## config.mk

```make
export PLATFORM = sky130hd
export DESIGN_NAME = tdt_timer
export DESIGN_NICKNAME = d
export VERILOG_FILES = /design/src/hdl/tdt_usec_base.v /design/src/hdl/tdt_step_gen.v /design/src/hdl/tdt_timer.v
export VERILOG_INCLUDE_DIRS = /design/src /design/src/hdl
export SDC_FILE = /design/constraint.sdc
export NUM_CORES = 1
export LEC_CHECK = 0
export ABC_AREA = 1
export BUFFER_PORTS_ARGS = -buffer_cell sky130_fd_sc_hd__buf_2
export CORE_MARGIN = 4
export CORE_UTILIZATION = 40
export CTS_CLUSTER_DIAMETER = 80
export CTS_CLUSTER_SIZE = 25
export DETAILED_ROUTE_END_ITERATION = 10
export SETUP_SLACK_MARGIN = 0.15
export SLEW_MARGIN = 10
export SYNTH_ARGS = -nofsm -noshare
export SYNTH_HDL_FRONTEND = slang
export SYNTH_SLANG_ARGS = --single-unit
```

## constraint.sdc

```tcl
create_clock -name clock -period 2.19 [get_ports clock]
set_input_delay 0.219 -clock clock [delete_from_list [all_inputs] [get_ports clock]]
set_output_delay 0.219 -clock clock [all_outputs]
set_load 0.05 [all_outputs]
```

## src/hdl/tdt_defs.vh

```
// Constants for the time-of-day clock and interval timer block.
// Assumes a single 250 MHz processor clock and a doubleword storage port.
//
// What this block does
// - The time-of-day clock is a 52-bit binary up-counter that wraps at its maximum.
// - The counter advances once per microsecond from a timebase divided from the clock.
// - A store request writes the counter as one doubleword at the named address rounded down to a doubleword boundary; a set loads it.
// - A set is taken only in supervisor state with the console setting enable on.
// - The counter runs in every processor state, stopped and wait included, until power-off.
// - Microdiagnostic tests on the clock or a clock hardware error make the value invalid.
// - The interval timer is the storage word at byte location 80, open to programs.
// - The interval timer is updated in steps of 3.3 milliseconds.
// - Timer width and step give a full cycle of about 15.4 hours.
// - Interval timer updates stop while the processor is stopped and resume on restart.
// - An interval timer update may be skipped when storage is too busy to take it.
`ifndef TDT_DEFS_VH
`define TDT_DEFS_VH

// ----------------------------------------------------------------
// Timing
// ----------------------------------------------------------------
`define TDT_CLK_PERIOD_NS 4
`define TDT_US_NS         1000
`define TDT_USEC_CYC      (`TDT_US_NS / `TDT_CLK_PERIOD_NS)
`define TDT_CNT_ZERO      16'h0000
`define TDT_CNT_ONE       16'h0001
// 3.3 ms held in microseconds
`define TDT_ITMR_STEP_US  3300

// ----------------------------------------------------------------
// Clock format
// ----------------------------------------------------------------
`define TDT_TOD_W         52
`define TDT_DW_W          64
`define TDT_TOD_LSB       12
`define TDT_TOD_ZERO      52'h0000000000000
`define TDT_TOD_ONE       52'h0000000000001
`define TDT_LOW_PAD       12'h000

// ----------------------------------------------------------------
// Storage
// ----------------------------------------------------------------
`define TDT_ADDR_W        24
`define TDT_ITMR_ADDR     24'h000050
`define TDT_DW_MASK       24'hfffff8
`define TDT_BE_ALL        8'hff
`define TDT_BE_HIGH       8'hf0
`define TDT_BE_NONE       8'h00
`define TDT_DW_ZERO       64'h0000000000000000
`define TDT_ADDR_ZERO     24'h000000
// 24 counting bits above 8 fraction bits: 2^24 x 3.3 ms is near 15.4 h
`define TDT_ITMR_STEP     32'h00000100
`define TDT_WORD_HI       63:32
`define TDT_WORD_LO       31:0

`endif

```

## src/hdl/tdt_usec_base.v

```verilog
// Microsecond timebase: one-cycle tick every USEC_CYC clocks.
// Free running from reset; nothing in the processor can stop it.
`timescale 1ns/1ns
`include "tdt_defs.vh"

module tdt_usec_base #(
  parameter integer USEC_CYC = `TDT_USEC_CYC
) (
  // Clock and reset
  input  wire clock,
  input  wire nrst,
  // Tick out
  output reg  usTick
);

  reg [15:0] divCount;

  // ----------------------------------------------------------------
  // Divider
  // ----------------------------------------------------------------
  always @(posedge clock) begin
    if (!nrst) begin
      divCount <= `TDT_CNT_ZERO;
      usTick   <= 1'b0;
    end else if (divCount == USEC_CYC[15:0] - `TDT_CNT_ONE) begin
      divCount <= `TDT_CNT_ZERO;
      usTick   <= 1'b1;
    end else begin
      divCount <= divCount + `TDT_CNT_ONE;
      usTick   <= 1'b0;
    end
  end

endmodule

```

## src/hdl/tdt_step_gen.v

```verilog
// Interval timer step generator: counts microsecond ticks into steps.
// Assumes usTick is a one-cycle pulse and cpuStopped a same-clock level.
`timescale 1ns/1ns
`include "tdt_defs.vh"

module tdt_step_gen #(
  parameter integer STEP_US = `TDT_ITMR_STEP_US
) (
  // Clock and reset
  input  wire clock,
  input  wire nrst,
  // Timebase and processor state
  input  wire usTick,
  input  wire cpuStopped,
  // Step out
  output reg  stepTick
);

  reg [15:0] usCount;

  // ----------------------------------------------------------------
  // Step counter
  // ----------------------------------------------------------------
  // Frozen, not cleared, while stopped so a restart resumes mid-step
  always @(posedge clock) begin
    if (!nrst) begin
      usCount  <= `TDT_CNT_ZERO;
      stepTick <= 1'b0;
    end else if (usTick && !cpuStopped) begin
      if (usCount == STEP_US[15:0] - `TDT_CNT_ONE) begin
        usCount  <= `TDT_CNT_ZERO;
        stepTick <= 1'b1;
      end else begin
        usCount  <= usCount + `TDT_CNT_ONE;
        stepTick <= 1'b0;
      end
    end else begin
      stepTick <= 1'b0;
    end
  end

endmodule

```

## src/hdl/tdt_timer.v

```verilog
// Time-of-day clock and interval timer, top level.
// Assumes the instruction logic shares this clock; the console enable is
// asynchronous. Storage answers each request with a one-cycle memAck.
`timescale 1ns/1ns
`include "tdt_defs.vh"

module tdt_timer #(
  parameter integer USEC_CYC = `TDT_USEC_CYC,
  parameter integer STEP_US  = `TDT_ITMR_STEP_US
) (
  // Clock and reset
  input  wire                     clock,
  input  wire                     nrst,
  // Processor state
  input  wire                     supervisor,
  input  wire                     cpuStopped,
  input  wire                     consoleSetEn,
  // Clock health
  input  wire                     diagActive,
  input  wire                     clockError,
  // Set request
  input  wire                     setReq,
  input  wire [`TDT_DW_W-1:0]     setValue,
  output reg                      setDone,
  output reg                      setRefused,
  // Store request
  input  wire                     storeReq,
  input  wire [`TDT_ADDR_W-1:0]   storeAddr,
  output reg                      storeBusy,
  output reg                      storeDone,
  // Status
  output reg                      clockValid,
  output reg  [`TDT_TOD_W-1:0]    todValue,
  output reg                      itmrSkipped,
  // Storage port
  output reg                      memReq,
  output reg                      memWe,
  output reg  [`TDT_ADDR_W-1:0]   memAddr,
  output reg  [7:0]               memBe,
  output reg  [`TDT_DW_W-1:0]     memWdata,
  input  wire [`TDT_DW_W-1:0]     memRdata,
  input  wire                     memAck
);

  // ----------------------------------------------------------------
  // Storage sequencer states
  // ----------------------------------------------------------------
  localparam [3:0] S_IDLE  = 4'b0001;
  localparam [3:0] S_STORE = 4'b0010;
  localparam [3:0] S_RD    = 4'b0100;
  localparam [3:0] S_WR    = 4'b1000;

  reg  [3:0]             state;
  reg  [3:0]             next_state;
  reg                    enMeta;
  reg                    enSync;
  reg                    storePend;
  reg  [`TDT_ADDR_W-1:0] storeAddrHeld;
  reg                    itmrPend;
  wire                   usTick;
  wire                   stepTick;
  wire                   setOk;
  wire                   invalidate;

  // ----------------------------------------------------------------
  // Helpers
  // ----------------------------------------------------------------
  // Clock sits in the upper bits of the stored doubleword, low bits zero
  function [`TDT_DW_W-1:0] todDword;
    input [`TDT_TOD_W-1:0] tod;
    begin
      todDword = {tod, `TDT_LOW_PAD};
    end
  endfunction

  // Stores always land on a doubleword boundary
  function [`TDT_ADDR_W-1:0] dwAlign;
    input [`TDT_ADDR_W-1:0] addr;
    begin
      dwAlign = addr & `TDT_DW_MASK;
    end
  endfunction

  // One step off the timer's counting bits; wraps below zero
  function [31:0] itmrDec;
    input [31:0] word;
    begin
      itmrDec = word - `TDT_ITMR_STEP;
    end
  endfunction

  // ----------------------------------------------------------------
  // Submodules
  // ----------------------------------------------------------------
  tdt_usec_base #(
    .USEC_CYC (USEC_CYC)
  ) uBase (
    .clock  (clock),
    .nrst   (nrst),
    .usTick (usTick)
  );

  tdt_step_gen #(
    .STEP_US (STEP_US)
  ) uStep (
    .clock      (clock),
    .nrst       (nrst),
    .usTick     (usTick),
    .cpuStopped (cpuStopped),
    .stepTick   (stepTick)
  );

  // ----------------------------------------------------------------
  // Console enable synchroniser
  // ----------------------------------------------------------------
  // Console switch is not on this clock: two flops before any use
  always @(posedge clock) begin
    if (!nrst) begin
      enMeta <= 1'b0;
      enSync <= 1'b0;
    end else begin
      enMeta <= consoleSetEn;
      enSync <= enMeta;
    end
  end

  assign setOk      = setReq && supervisor && enSync;
  assign invalidate = diagActive || clockError;

  // ----------------------------------------------------------------
  // Time-of-day counter
  // ----------------------------------------------------------------
  // cpuStopped does not reach this counter: it runs when stopped
  // A set in the same cycle as a microsecond tick wins; that tick is lost
  always @(posedge clock) begin
    if (!nrst) begin
      todValue <= `TDT_TOD_ZERO;
    end else if (setOk) begin
      todValue <= setValue[`TDT_DW_W-1:`TDT_TOD_LSB];
    end else if (usTick) begin
      todValue <= todValue + `TDT_TOD_ONE;
    end
  end

  // ----------------------------------------------------------------
  // Validity and set answers
  // ----------------------------------------------------------------
  // Invalidation beats a set in the same cycle: a failing clock is not trusted
  always @(posedge clock) begin
    if (!nrst) begin
      clockValid <= 1'b0;
      setDone    <= 1'b0;
      setRefused <= 1'b0;
    end else begin
      setDone    <= setOk;
      setRefused <= setReq && !setOk;
      if (invalidate) begin
        clockValid <= 1'b0;
      end else if (setOk) begin
        clockValid <= 1'b1;
      end
    end
  end

  // ----------------------------------------------------------------
  // Store pending
  // ----------------------------------------------------------------
  // A store that arrives while one is pending is ignored, not queued
  always @(posedge clock) begin
    if (!nrst) begin
      storePend     <= 1'b0;
      storeAddrHeld <= `TDT_ADDR_ZERO;
      storeBusy     <= 1'b0;
    end else begin
      if (storeReq && !storePend) begin
        storePend     <= 1'b1;
        storeAddrHeld <= dwAlign(storeAddr);
      end else if (state == S_STORE && memAck) begin
        storePend <= 1'b0;
      end
      storeBusy <= (storeReq && !storePend) ||
                   (storePend && !(state == S_STORE && memAck));
    end
  end

  // ----------------------------------------------------------------
  // Timer step pending
  // ----------------------------------------------------------------
  // A step arriving while the previous one still waits is dropped, so a
  // storage port that is held off loses timer steps rather than queueing
  always @(posedge clock) begin
    if (!nrst) begin
      itmrPend    <= 1'b0;
      itmrSkipped <= 1'b0;
    end else begin
      if (stepTick) begin
        itmrPend <= 1'b1;
      end else if (state == S_WR && memAck) begin
        itmrPend <= 1'b0;
      end
      itmrSkipped <= stepTick && itmrPend;
    end
  end

  // ----------------------------------------------------------------
  // Storage sequencer
  // ----------------------------------------------------------------
  // Store first: the requester waits on it, a timer step may slip
  always @* begin
    next_state = state;
    case (state)
      S_IDLE: begin
        if (storePend) begin
          next_state = S_STORE;
        end else if (itmrPend) begin
          next_state = S_RD;
        end
      end
      S_STORE: begin
        if (memAck) begin
          next_state = S_IDLE;
        end
      end
      S_RD: begin
        if (memAck) begin
          next_state = S_WR;
        end
      end
      S_WR: begin
        if (memAck) begin
          next_state = S_IDLE;
        end
      end
      default: begin
        next_state = S_IDLE;
      end
    endcase
  end

  always @(posedge clock) begin
    if (!nrst) begin
      state <= S_IDLE;
    end else begin
      state <= next_state;
    end
  end

  // ----------------------------------------------------------------
  // Storage port drive
  // ----------------------------------------------------------------
  // The clock value is sampled when the write is issued, so the stored
  // doubleword is at most one storage wait old
  always @(posedge clock) begin
    if (!nrst) begin
      memReq    <= 1'b0;
      memWe     <= 1'b0;
      memAddr   <= `TDT_ADDR_ZERO;
      memBe     <= `TDT_BE_NONE;
      memWdata  <= `TDT_DW_ZERO;
      storeDone <= 1'b0;
    end else begin
      storeDone <= (state == S_STORE) && memAck;
      case (next_state)
        S_STORE: begin
          if (state != S_STORE) begin
            memReq   <= 1'b1;
            memWe    <= 1'b1;
            memAddr  <= storeAddrHeld;
            memBe    <= `TDT_BE_ALL;
            memWdata <= todDword(todValue);
          end
        end
        S_RD: begin
          if (state != S_RD) begin
            memReq  <= 1'b1;
            memWe   <= 1'b0;
            memAddr <= `TDT_ITMR_ADDR;
            memBe   <= `TDT_BE_HIGH;
          end
        end
        S_WR: begin
          if (state == S_RD) begin
            memReq   <= 1'b1;
            memWe    <= 1'b1;
            memAddr  <= `TDT_ITMR_ADDR;
            memBe    <= `TDT_BE_HIGH;
            memWdata <= {itmrDec(memRdata[`TDT_WORD_HI]),
                         memRdata[`TDT_WORD_LO]};
          end
        end
        S_IDLE: begin
          memReq <= 1'b0;
          memWe  <= 1'b0;
          memBe  <= `TDT_BE_NONE;
        end
        default: begin
          memReq <= 1'b0;
          memWe  <= 1'b0;
        end
      endcase
    end
  end

endmodule

```

After elaboration in Yosys (flattened, before gate mapping)
Index checks and enable logic that the tools add are counted.
{ "totals": {"register_bits": 219, "word_cells": 102} }
{ "op_classes": {"n_addsub": 4, "n_eq_ne": 15, "mux": 31, "n_bitwise": 1, "n_reduce_logical": 29} }
{ "ops": {"columns": ["operator", "count"], "rows": [
  ["$mux W64", 2],
  ["$pmux W64 S2", 1],
  ["$mux W52", 2],
  ["$mux W24", 3],
  ["$pmux W24 S3", 1],
  ["$add A52 B1 Y52 const B", 1],
  ["$add A16 B1 Y16 const B", 2],
  ["$pmux W8 S4", 1],
  ["$sub A32 B9 Y32 const B", 1],
  ["$mux W8", 3],
  ["$eq A16 B12 Y1 const B", 1],
  ["$eq A16 B8 Y1 const B", 1],
  ["$mux W16", 1],
  ["$mux W4", 4],
  ["$pmux W4 S3", 1],
  ["$mux W1", 10],
  ["$logic_and A1 B1 Y1", 9],
  ["$eq A4 B1 Y1 const B", 2],
  ["$eq A4 B2 Y1 const B", 2],
  ["$eq A4 B3 Y1 const B", 2],
  ["$eq A4 B4 Y1 const B", 2],
  ["$reduce_and A4 Y1", 2],
  ["$reduce_bool A2 Y1", 4],
  ["$ne A2 B2 Y1 const B", 3],
  ["11 further kinds", 19]
]} }

Logic depth before layout (Yosys ltp)
Gate-level depths: netlist of the first run.
{ "logic_depth": {"depth_word": 6, "mapped_depth": 13} }

Modules after synthesis
From an unflattened synthesis of the first run, not the netlist that was laid out.
{ "unflattened": {"hier_cells": 1794, "hier_area_um2": 11405.9} }
{ "modules_own_cells": {"columns": ["module", "instances", "cells_each", "area_each_um2", "seq_area_each_um2"], "rows": [
  ["tdt_timer", 1, 1524, 9537.9, 3523.4],
  ["tdt_step_gen", 1, 143, 948.4, 340.3],
  ["tdt_usec_base", 1, 127, 919.6, 340.3]
]} }

Worst setup path before layout of the first run
OpenSTA, ideal clock, no wires.
{ "synth_timing": {"path_type": "reg-to-reg", "from": "reg todValue[0]", "to": "reg todValue[28]", "setup_ns": 0.074, "arrival_ns": 2.038, "required_ns": 2.116, "path_slack_ns": 0.078, "path_stages_with_launch": 10, "n_path_buf": 0, "period_less_slack_ns": 2.112, "cell_sequence": "dfxtp_1 ha_1 nand3_1 nor2_2 nand2_1 inv_2 nand3_1 nor2_2 nand3_1 a31oi_1"} }
{ "synth_between": {"elab_chain_cells": 3} }
{ "synth_rtl": {"columns": ["element", "line", "source"], "rows": [
  ["from (decl)", "tdt_timer.v:33", "output reg [`TDT_TOD_W-1:0] todValue,"],
  ["from (signal assigned)", "tdt_timer.v:137", "todValue <= `TDT_TOD_ZERO;"],
  ["from (signal assigned)", "tdt_timer.v:139", "todValue <= setValue[`TDT_DW_W-1:`TDT_TOD_LSB];"],
  ["from (signal assigned)", "tdt_timer.v:141", "todValue <= todValue + `TDT_TOD_ONE;"],
  ["$add A52 B1 Y52 (no line)", null, null],
  ["$mux W52", "tdt_timer.v:140", "end else if (usTick) begin"],
  ["$mux W52", "tdt_timer.v:138", "end else if (setOk) begin"]
]} }
No other way between the ends. The select of a mux whose other input is x is not followed.
A chain may end at the register's enable or synchronous reset.

Worst setup path after layout of the first run
{ "layout_timing": {"from": "reg state[1]", "to": "reg memWdata[62]"} }
{ "layout_between": {"elab_chain_cells": 6, "elab_cells_between_ends": 18, "classes_between": "eq/ne: 9; mux: 6; reduce/logical: 3"} }
{ "layout_rtl": {"columns": ["element", "line", "source"], "rows": [
  ["from (decl)", "tdt_timer.v:53", "reg [3:0] state;"],
  ["from (signal assigned)", "tdt_timer.v:244", "state <= next_state;"],
  ["$eq A4 B2 Y1, or another cell as far along", "tdt_timer.v:211", "case (state)"],
  ["$reduce_or A2 Y1 (no line) or $mux W4 (tied branches)", null, null],
  ["$pmux W4 S3", "tdt_timer.v:211", null],
  ["$eq A4 B4 Y1 or $eq A4 B2 Y1 (tied branches)", "tdt_timer.v:263", "case (next_state)"],
  ["$ne A2 B2 Y1 (no line) or $reduce_bool A2 Y1 (tied branches)", null, null],
  ["$reduce_and A3 Y1 (no line)", null, null],
  ["to (signal assigned)", "tdt_timer.v:259", "memWdata <= `TDT_DW_ZERO;"],
  ["to (signal assigned)", "tdt_timer.v:270", "memWdata <= todDword(todValue);"],
  ["to (signal assigned)", "tdt_timer.v:287", "memWdata <= {itmrDec(memRdata[`TDT_WORD_HI]),"],
  ["to (decl)", "tdt_timer.v:40", "output reg [`TDT_DW_W-1:0] memWdata,"]
]} }
Several ways; a longest one is shown, not always the timed one.

==> results of run 1 <==
## where the power goes
part / switching [mW] / leakage (nW) / internal, mW
registers: 0.132 / 1.71 / 4.05
logic: 1.42 / 4.05 / 0.513
clock network: 1.59 / 0.233 / 1.35
## state kept, by name, summed over array words and instances (netlist names), 2 cells and up
signal,count
memBe,2
memWdata,64
todValue,52
uBase.divCount,16
uStep.usCount,16
storeAddrHeld,21
state,4
memAddr,21
## worst min-delay path, cell delays in order
cell and delay [ps]:
sky130_fd_sc_hd__buf_2 70, sky130_fd_sc_hd__o21ai_0 70, sky130_fd_sc_hd__a21oi_1 100
## stage by stage
stage,utilization,hold WS (ps)
6_report,0.509,19.3
5_1_grt,0.509,20.3
4_1_cts,0.507,1.96
3_5_place_dp,0.480,399
3_3_place_gp,0.480,404
2_1_floorplan,-,317
## layout by cell type, fill, tap and decap left out, types with 8 or more instances in the layout
cell type	count
sky130_fd_sc_hd__nor3_1	28
sky130_fd_sc_hd__xnor2_1	13
sky130_fd_sc_hd__clkbuf_16	15
sky130_fd_sc_hd__o21ai_0	153
sky130_fd_sc_hd__o211ai_1	17
sky130_fd_sc_hd__nand4_1	51
sky130_fd_sc_hd__a31oi_1	8
sky130_fd_sc_hd__nand3_1	96
sky130_fd_sc_hd__dfxtp_1	204
sky130_fd_sc_hd__xor2_1	11
sky130_fd_sc_hd__buf_4	34
sky130_fd_sc_hd__nor2_2	9
sky130_fd_sc_hd__a21oi_1	118
sky130_fd_sc_hd__inv_1	158
sky130_fd_sc_hd__buf_2	299
sky130_fd_sc_hd__nand2_1	418
sky130_fd_sc_hd__dlygate4sd3_1	25
sky130_fd_sc_hd__nor2_1	276
## what timing repair did
item | in CTS | in global routing
setup buffers | 0 | 1
hold endpoints to repair | 24 | 0
hold buffers | 25 | 0
setup endpoints to repair | 0 | 46
gates resized for setup | 0 | 13
## final cells by class
type,instances,area (sq um)
Clock buffer,15,375
Clock inverter,9,110
Multi-Input combinational cell,1262,5870
Timing Repair Buffer,365,2140
Tap cell,372,465
Inverter,164,618
Fill cell,2805,13300
Sequential cell,210,4210
Antenna cell,1,2.50
## per-layer routing
| layer | track usage | share of wire | vias up |
|---|---|---|---|
| met2 | 0.406 | 0.44 | 493 |
| met3 | 0.0520 | 0.085 | 48 |
| met5 | 0 | 0.00032 | - |
| met4 | 0.0637 | 0.022 | 2 |
| met1 | 0.355 | 0.45 | 5552 |
| li1 | - | - | 6166 |
## worst max path at each step
stage	startpoint	end	cells after the start
floorplan	todValue[0]	todValue[28]	9
global placement	uBase.usTick	uStep.usCount[15]	7
CTS	uBase.usTick	uStep.usCount[13]	8
finish	state[1]	memWdata[62]	9
detailed placement	uBase.usTick	uStep.usCount[15]	7
global route	state[1]	memWdata[61]	11
## logic make-up (layout without fill, tap and decap cells)
family	count (synthesis)	count (layout)
xor gates and xnor gates	24	24
DFF	210	210
other	1	4
buffers and inverters	251	553
AOI/OAI and AO/OA	313	313
and+or+nand+nor	917	917
adders and majority gates	5	5
==> out/qor.log, run 1 <==
qor: timing.finalMaxSlewViolations 0
qor: synthesis.yosys.area_share.adder 0.00565
qor: min_path.hp_class primary input to flop
qor: timing.layout_worst_path_cycle_share 0.895
qor: global_routing.number_of_antenna_violations_at_the_first_check_in_global_routing 2
qor: floorplan.core_area 27100 sq um
qor: layout.fin_nets 2185
qor: synthesis.combinational_family_with_the_most_area_after_synthesis simple AND/OR/NAND/NOR gates
qor: placed_design.post-place-cells 2347
qor: routing.totalWireLength 40700 um
qor: timing.relSlewSlack 0.598
qor: synthesis.netlist_area_pre_place 11100 sq um
qor: setup_path.path_buf_inv 1
qor: timing.worst-slew-pin-transition 596 ps
qor: setup_path.worst_r2r_endpoint memWdata[62]
qor: power.fin_total_pwr 9.06 mW
qor: synthesis.yosys_most_used_dff sky130_fd_sc_hd__dfxtp_1
qor: routing.via_count 12300
qor: synthesis.synth_compound_gate_area_share 0.149
qor: synthesis.synth-seq-cells 210
qor: placed_design.place.detailed.hpwl 31200 um
qor: placed_design.numPortBuffers 299
qor: placed_design.placement.setup.worst_slack 230 ps
qor: synthesis.ys.warnings.count 0
qor: synthesis.synth_xor_xnor_area_share 0.0190
qor: floorplan.die_y 174 um
qor: timing.postLayoutSetupSlackWorst 229 ps
qor: min_path.holdPathEnd storeAddrHeld[11]
qor: min_path.worst_hold_start storeAddr[11]
qor: clock_tree.cts.sink_count 210
qor: routing.drt_iter0_drc 1006
qor: clock_tree.cts.root.buffer_cell sky130_fd_sc_hd__clkbuf_16
qor: timing.totalNegativeSetupSlack 0 ps
qor: timing.hold_violations 0
qor: synthesis.yosysMostFrequentCell sky130_fd_sc_hd__nand2_1
qor: floorplan.io_pins 318
qor: setup_path.setup.worst_path.start_class flop
qor: layout.area_growth 24.6%
qor: clock_tree.clk_pin_slew 100 ps
qor: setup_path.worst_ep_arrival_time 2340 ps
qor: setup_path.crit_fanout 31
qor: timing.period_needed 1960 ps
qor: clock_tree.htree_levels 1
qor: routing.route.detailed.drc 0
qor: clock_tree.worst_skew_pair.late_latency 490 ps
qor: floorplan.initial_core_util 0.408
qor: synthesis.postSynthCellCount 1721
qor: routing.drt_pre_antenna_iters 6
qor: power.power.ir.vdd_worst 0.381 mV
qor: synthesis.share_of_cell_area_taken_by_muxes_after_synthesis 0
qor: clock_tree.clockBufferDepth 3
qor: synthesis.synth-simple-area-share 0.351
qor: synthesis.syn-mean-instance-area 6.43 sq um
qor: power.pwr_density_cell 657 nW/um^2
qor: timing.fmax 510 MHz
qor: setup_path.setup.reg_to_reg.worst_slack 230 ps
qor: clock_tree.tritoncts_clock_tree built
qor: synthesis.cell_types_with_the_highest_counts_after_synthesis sky130_fd_sc_hd__nand2_1 (419), sky130_fd_sc_hd__nor2_1 (277), sky130_fd_sc_hd__dfxtp_1 (210)
qor: setup_path.timing.rr.start state[1]
qor: floorplan.die_width 174 um
qor: global_routing.grt_max_degree 65
qor: setup_path.r2r.worst_path.cells 9
qor: clock_tree.cts-buffers-inserted 15
qor: synthesis.yosysTopAreaCellShare 0.380
qor: status.outcome complete, no violations
qor: setup_path.cpMaxStageDelayCell sky130_fd_sc_hd__dfxtp_1
qor: setup_path.timing.critical_path.to_type flop
qor: global_routing.grt_usage 0.255
qor: timing.setup_repair_after_global_routing_missed_its_margin true
qor: synthesis.synthTopCellsByArea sky130_fd_sc_hd__dfxtp_1 (38%), sky130_fd_sc_hd__nand2_1 (14%), sky130_fd_sc_hd__nor2_1 (9.4%)
qor: job.max_cap_viol_count 0
qor: synthesis.yosysTopAreaCell sky130_fd_sc_hd__dfxtp_1
qor: setup_path.critPathKind flop to flop
qor: routing.detail_route.vias_per_cell 5.11
qor: min_path.worstHoldPathCells 3
qor: power.p_leak 5.99 nW
qor: setup_path.cp_top_family simple AND/OR/NAND/NOR gates
qor: global_routing.grt_pass1_vias 11400
qor: synthesis.synthDistinctLibCells 42
qor: global_routing.grt_pass1_wl 62900 um
qor: layout.final_instance_area 13800 sq um
qor: setup_path.timing.critical_path.slowest_cell_delay 370 ps
qor: global_routing.overflow 0
qor: floorplan.std_cell_rows 60
qor: setup_path.cp_cell_sequence nor2_2 -> nand3_1 -> nand2_8 -> nor2_4 -> nor2_4 -> buf_4 -> o21ai_0 -> nor2_1 -> nor2_1
qor: routing.antenna_left 0
qor: synthesis.synth-seq-area-share 0.380
qor: setup_path.cp_data_required_time 2570 ps
qor: placed_design.finalWeightedCongestion 0.955
qor: synthesis.synth-async-reset-ratio 0
qor: timing.setup_viol 0
qor: routing.wire_per_inst 17.0 um
qor: synthesis.synth_edf_count 0
qor: layout.drive_above_1_share 0.201
qor: layout.fin_cells 2398
qor: floorplan.die_area 30400 sq um
qor: placed_design.dpl_cell_area 13000 sq um
qor: timing.fin_skew 16.9 ps
No activity file was read; power rests on OpenSTA's default activity.
==> run 2, diff against run 1 <==
Settings changed: REMOVE_ABC_BUFFERS from default to 1.
==> out/qor.log, run 2 (synthesis gave the netlist of run 1 again) <==
qor: status.outcome complete, no violations
qor: layout.area_growth 25.5%
qor: routing.maxUsedRoutingLayer met5
qor: power.pwr_density_cell 661 nW/um^2
qor: routing.route.detailed.drc 0
qor: setup_path.worst_ep_arrival_time 2320 ps
qor: power.p_leak 6.04 nW
qor: layout.final_instance_area 13900 sq um
qor: timing.totalNegativeSetupSlack 0 ps
qor: global_routing.number_of_antenna_violations_at_the_first_check_in_global_routing 3
qor: layout.layout.filler_cells 2841
qor: placed_design.placement.setup.worst_slack 169 ps
qor: timing.setup_repair_after_global_routing_missed_its_margin true
qor: timing.finalMaxSlewViolations 0
qor: clock_tree.worst_skew_pair.late_latency 500 ps
qor: job.max_cap_viol_count 0
qor: floorplan.die_y 174 um
qor: floorplan.io_pins 318
qor: routing.met1Wirelength 18000 um
qor: layout.layout_commonest_cell sky130_fd_sc_hd__nand2_1
qor: clock_tree.cts.root.buffer_cell sky130_fd_sc_hd__clkbuf_16
qor: clock_tree.cts.sink_count 210
qor: global_routing.grt_max_degree 64
qor: routing.drt_iter0_drc 992
qor: timing.relSlewSlack 0.500
qor: placed_design.finalWeightedCongestion 0.944
qor: routing.route.met2.wl 17900 um
qor: layout.drive_above_1_share 0.201
qor: global_routing.grt_pass1_wl 62400 um
qor: timing.period_needed 1930 ps
qor: floorplan.die_area 30400 sq um
qor: layout.final_cell_mix sky130_fd_sc_hd__nand2_1 (419), sky130_fd_sc_hd__buf_2 (299), sky130_fd_sc_hd__nor2_1 (272)
qor: clock_tree.clockBufferDepth 3
qor: setup_path.crit_fanout 7
qor: setup_path.timing.critical_path.to_type flop
qor: routing.drt_pre_antenna_iters 7
qor: timing.fmax 519 MHz
qor: floorplan.die_width 174 um
qor: timing.setup_viol 0
qor: routing.wire_per_inst 16.4 um
qor: timing.worst-slew-pin-transition 750 ps
qor: setup_path.crit_path_start todValue[0]
qor: timing.fin_skew 23.7 ps
qor: floorplan.std_cell_rows 60
qor: routing.totalWireLength 39500 um
qor: clock_tree.htree_levels 1
qor: layout.post-route-util 0.513
qor: min_path.hp_class primary input to flop
qor: placed_design.numPortBuffers 299
qor: setup_path.timing.rr.start todValue[0]
qor: global_routing.grt_usage 0.248
qor: layout.register_area 4200 sq um
qor: layout.fin_nets 2194
qor: timing.postLayoutSetupSlackWorst 263 ps
qor: routing.detail_route.vias_per_cell 5.12
qor: routing.via_count 12300
qor: routing.antenna_left 0
qor: min_path.worst_hold_start setValue[19]
qor: setup_path.cp_data_required_time 2590 ps
qor: power.fin_total_pwr 9.18 mW
qor: floorplan.initial_core_util 0.408
qor: timing.hold_violations 0
qor: global_routing.grt_pass1_vias 11600
qor: layout.register_name_with_the_most_flops memWdata
qor: layout.largest_reg_flops 64
qor: global_routing.overflow 0
qor: clock_tree.tritoncts_clock_tree built
qor: clock_tree.cts-buffers-inserted 15
qor: setup_path.critPathKind flop to flop
qor: layout.top_regs memWdata: 64 flops, todValue: 52 flops
qor: power.power.ir.vdd_worst 0.489 mV
qor: setup_path.setup.worst_path.start_class flop
qor: routing.wl_met3 2720 um
qor: floorplan.core_area 27100 sq um
qor: clock_tree.clk_pin_slew 90 ps
qor: placed_design.place.detailed.hpwl 29200 um
qor: layout.multi_input_combinational_cell_area 5860 sq um
qor: timing.layout_worst_path_cycle_share 0.880
qor: placed_design.dpl_cell_area 13000 sq um
run 2: cell types whose count changed in the layout (fill, tap and decap cells not counted), sizes merged:
cell / change
diode: +2
clkinv: +3
clkbuf: +1
inv: -5
dlygate4sd3: +4
buf: +5
clkinvlp: +1
bufinv: +1
run 2: metrics by stage:
stage / hold WS, ps / cells
global route: 11.7 / 2409
CTS: 0.755 / 2406
floorplan: 309 / 1636
finish: 20.0 / 2410
global placement: 392 / 2352
detailed placement: 415 / 2352
run 2: where the power goes:
| part | switching (mW) | leakage [nW] | internal (mW) |
|---|---|---|---|
| Sequential | 0.126 | 1.71 | 4.05 |
| Clock | 1.58 | 0.247 | 1.50 |
| Combinational | 1.42 | 4.09 | 0.518 |
run 2: worst max-delay path, stage by stage (launching register included):
cell and delay (ps):
sky130_fd_sc_hd__dfxtp_1 350, sky130_fd_sc_hd__ha_2 280, sky130_fd_sc_hd__nand3_1 180, sky130_fd_sc_hd__nor2_2 170
sky130_fd_sc_hd__nand2_1 130, sky130_fd_sc_hd__inv_2 150, sky130_fd_sc_hd__nand3_1 160, sky130_fd_sc_hd__nor2_4 190
sky130_fd_sc_hd__nand4_1 100, sky130_fd_sc_hd__a31oi_1 150
run 2: timing repair:
action                     4_1_cts  5_1_grt
gates resized for setup          0        9
setup endpoints to repair        0       17
setup buffers                    0        1
hold buffers                    29        0
hold endpoints to repair        28        0
run 2: area by class of cell:
cell class | instances | area share
inverters | 164 | 0.0444
repair buffers | 374 | 0.159
clock buffers | 16 | 0.0280
multi-input cells | 1262 | 0.422
clock inverters | 9 | 0.00991
well taps | 372 | 0.0335
flip-flops and latches | 210 | 0.303
diodes | 3 | 0.000540
run 2: final timing paths:
check	slack, ps	to	depth (start not counted)
worst max-delay path	260	todValue[26]	9
worst min-delay path	20	todValue[7]	3
worst max register to register	260	todValue[26]	9
worst min register to register	420	enSync	2
run 2: routing by layer:
layer  track usage  vias up
li1              -     6186
met1         0.346     5704
met2         0.401      393
met3        0.0431       59
met4        0.0591        2
met5             0        -
==> run 3, diff against run 2 <==
Settings changed: CELL_PAD_IN_SITES_DETAIL_PLACEMENT from default to 0, CELL_PAD_IN_SITES_GLOBAL_PLACEMENT from default to 1, CORE_UTILIZATION 40 to 36, PLACE_DENSITY_LB_ADDON from default to 0.1.
==> out/qor.log, run 3 (synthesis gave the netlist of run 1 again) <==
qor: floorplan.std_cell_rows 63
qor: setup_path.worst_ep_arrival_time 2290 ps
qor: setup_path.cp_data_required_time 2570 ps
qor: job.max_cap_viol_count 0
qor: timing.finalMaxSlewViolations 0
qor: min_path.hp_class primary input to flop
qor: timing.postLayoutSetupSlackWorst 279 ps
qor: setup_path.critPathKind flop to flop
qor: global_routing.grt_usage 0.230
qor: power.switching_share_of_power 0.340
qor: timing.worst-slew-pin-transition 573 ps
qor: setup_path.crit_path_start todValue[0]
qor: setup_path.timing.rr.start todValue[0]
qor: placed_design.placement.setup.worst_slack 260 ps
qor: timing.setup_repair_after_global_routing_missed_its_margin true
qor: power.pwr_density_cell 671 nW/um^2
qor: power.combinationalPowerShare 0.214
qor: setup_path.timing.critical_path.slowest_cell_delay 350 ps
qor: timing.hold_violations 0
qor: routing.drt_pre_antenna_iters 6
qor: clock_tree.htree_levels 1
qor: setup_path.timing.critical_path.to_type flop
qor: layout.final_cell_mix sky130_fd_sc_hd__nand2_1 (419), sky130_fd_sc_hd__buf_2 (298), sky130_fd_sc_hd__nor2_1 (274)
qor: layout.register_name_with_the_most_flops memWdata
qor: global_routing.grt_pass1_vias 11500
qor: layout.fin_nets 2200
qor: setup_path.most_frequent_cell_on_critical_path sky130_fd_sc_hd__nand2_1
qor: placed_design.numPortBuffers 299
qor: power.p_clk_frac 0.342
qor: routing.wire_per_inst 16.8 um
qor: layout.area_growth 26.3%
qor: power.internal_pwr_total 6.19 mW
qor: timing.fin_skew 15.9 ps
qor: setup_path.cpMaxStageDelayCell sky130_fd_sc_hd__dfxtp_1
qor: global_routing.grt_pass1_wl 62700 um
qor: routing.via_count 12100
qor: setup_path.cp_cell_sequence buf_4 -> inv_1 -> nor2_4 -> nand2_1 -> nor2_4 -> nand2_1 -> nand2_1 -> nand3_1 -> o211ai_1 -> a21oi_1
qor: timing.layout_worst_path_cycle_share 0.873
qor: power.power_frac_seq 0.444
qor: layout.drive_above_1_share 0.200
qor: clock_tree.clockBufferDepth 3
qor: setup_path.crit_fanout 6
qor: timing.fmax 523 MHz
qor: routing.detail_route.vias_per_cell 5.00
qor: routing.drt_iter0_drc 784
qor: layout.layout_commonest_cell sky130_fd_sc_hd__nand2_1
qor: power.power.ir.vdd_worst 0.672 mV
qor: layout.top_regs memWdata: 64 flops, todValue: 52 flops
qor: routing.route.detailed.drc 0
qor: global_routing.overflow 0
qor: floorplan.die_width 183 um
qor: status.outcome complete, no violations
qor: clock_tree.cts-buffers-inserted 15
qor: global_routing.number_of_antenna_violations_at_the_first_check_in_global_routing 0
qor: power.p_sw 3.19 mW
qor: min_path.worst_hold_start storeAddr[9]
qor: routing.totalWireLength 40800 um
qor: timing.totalNegativeSetupSlack 0 ps
qor: setup_path.setup.worst_path.start_class flop
qor: power.p_leak 6.09 nW
qor: floorplan.die_area 33600 sq um
qor: layout.layout.filler_cells 3260
qor: power.fin_total_pwr 9.38 mW
qor: floorplan.core_area 30000 sq um
qor: clock_tree.tritoncts_clock_tree built
qor: placed_design.place.detailed.hpwl 30200 um
qor: clock_tree.cts.root.buffer_cell sky130_fd_sc_hd__clkbuf_16
qor: floorplan.initial_core_util 0.370
qor: timing.relSlewSlack 0.617
qor: clock_tree.postCtsSetupRepairBufs 0
qor: floorplan.io_pins 318
qor: layout.largest_reg_flops 64
qor: timing.timing.hold.ws 18.4 ps
qor: clock_tree.clk_pin_slew 100 ps
qor: global_routing.grt_max_degree 59
qor: timing.setup_viol 0
qor: layout.post-route-util 0.467
qor: clock_tree.cts.sink_count 210
qor: timing.period_needed 1910 ps
qor: layout.antennaDiodeCount 0
qor: routing.antenna_left 0
qor: placed_design.finalWeightedCongestion 0.884
qor: clock_tree.worst_skew_pair.late_latency 500 ps
qor: floorplan.die_y 183 um
run 3: final cells by class:
cell class,count,area [sq um],area share
Tap cell,390,488,0.0349
Sequential cell,210,4210,0.301
Clock inverter,9,153,0.0109
Multi-Input combinational cell,1262,5860,0.419
Inverter,164,617,0.0441
Clock buffer,15,375,0.0268
Timing Repair Buffer,380,2280,0.163
run 3: metrics by stage:
| stage | std cells | instance area [sq um] |
|---|---|---|
| 2_1_floorplan | 1636 | 10600 |
| 6_report | 2430 | 14000 |
| 5_1_grt | 2430 | 14000 |
| 4_1_cts | 2429 | 13900 |
| 3_5_place_dp | 2371 | 13100 |
| 3_3_place_gp | 2371 | 13100 |
run 3: worst paths after layout:
check	end	slack [ps]	cells past startpoint
setup / recovery	todValue[31]	280	10
hold / removal	storeAddrHeld[9]	20	3
setup reg to reg	todValue[31]	280	10
hold reg to reg	enSync	420	2
run 3: layer usage:
layer  vias to the layer above  track usage  wire length [um]
met4                         0       0.0435               816
li1                       6211            -                 -
met2                       308        0.381             18800
met5                         -            0                 0
met3                        42       0.0301              2160
met1                      5587        0.323             19000
run 3: what timing repair did:
action	in CTS	in global routing
endpoints found under the hold margin	34	0
resized for setup	0	9
endpoints found under the setup margin	0	20
hold buffers	34	0
run 3: power groups by stage:
stage | clock network, mW | logic [mW] | registers, mW
after global routing | 3.43 | 2.16 | 4.19
after floorplan | 0 | 0.559 | 4.92
final | 3.20 | 2.01 | 4.16
after detailed placement | 0 | 1.94 | 4.25
after global placement | 0 | 1.92 | 4.25
after CTS | 3.32 | 1.99 | 4.16
run 3: critical path, delay by kind of cell (launching register included):
kind            cells  cell delay [ps]
simple gates        6              980
flops               1              350
buf+inv             2              290
compound gates      2              170
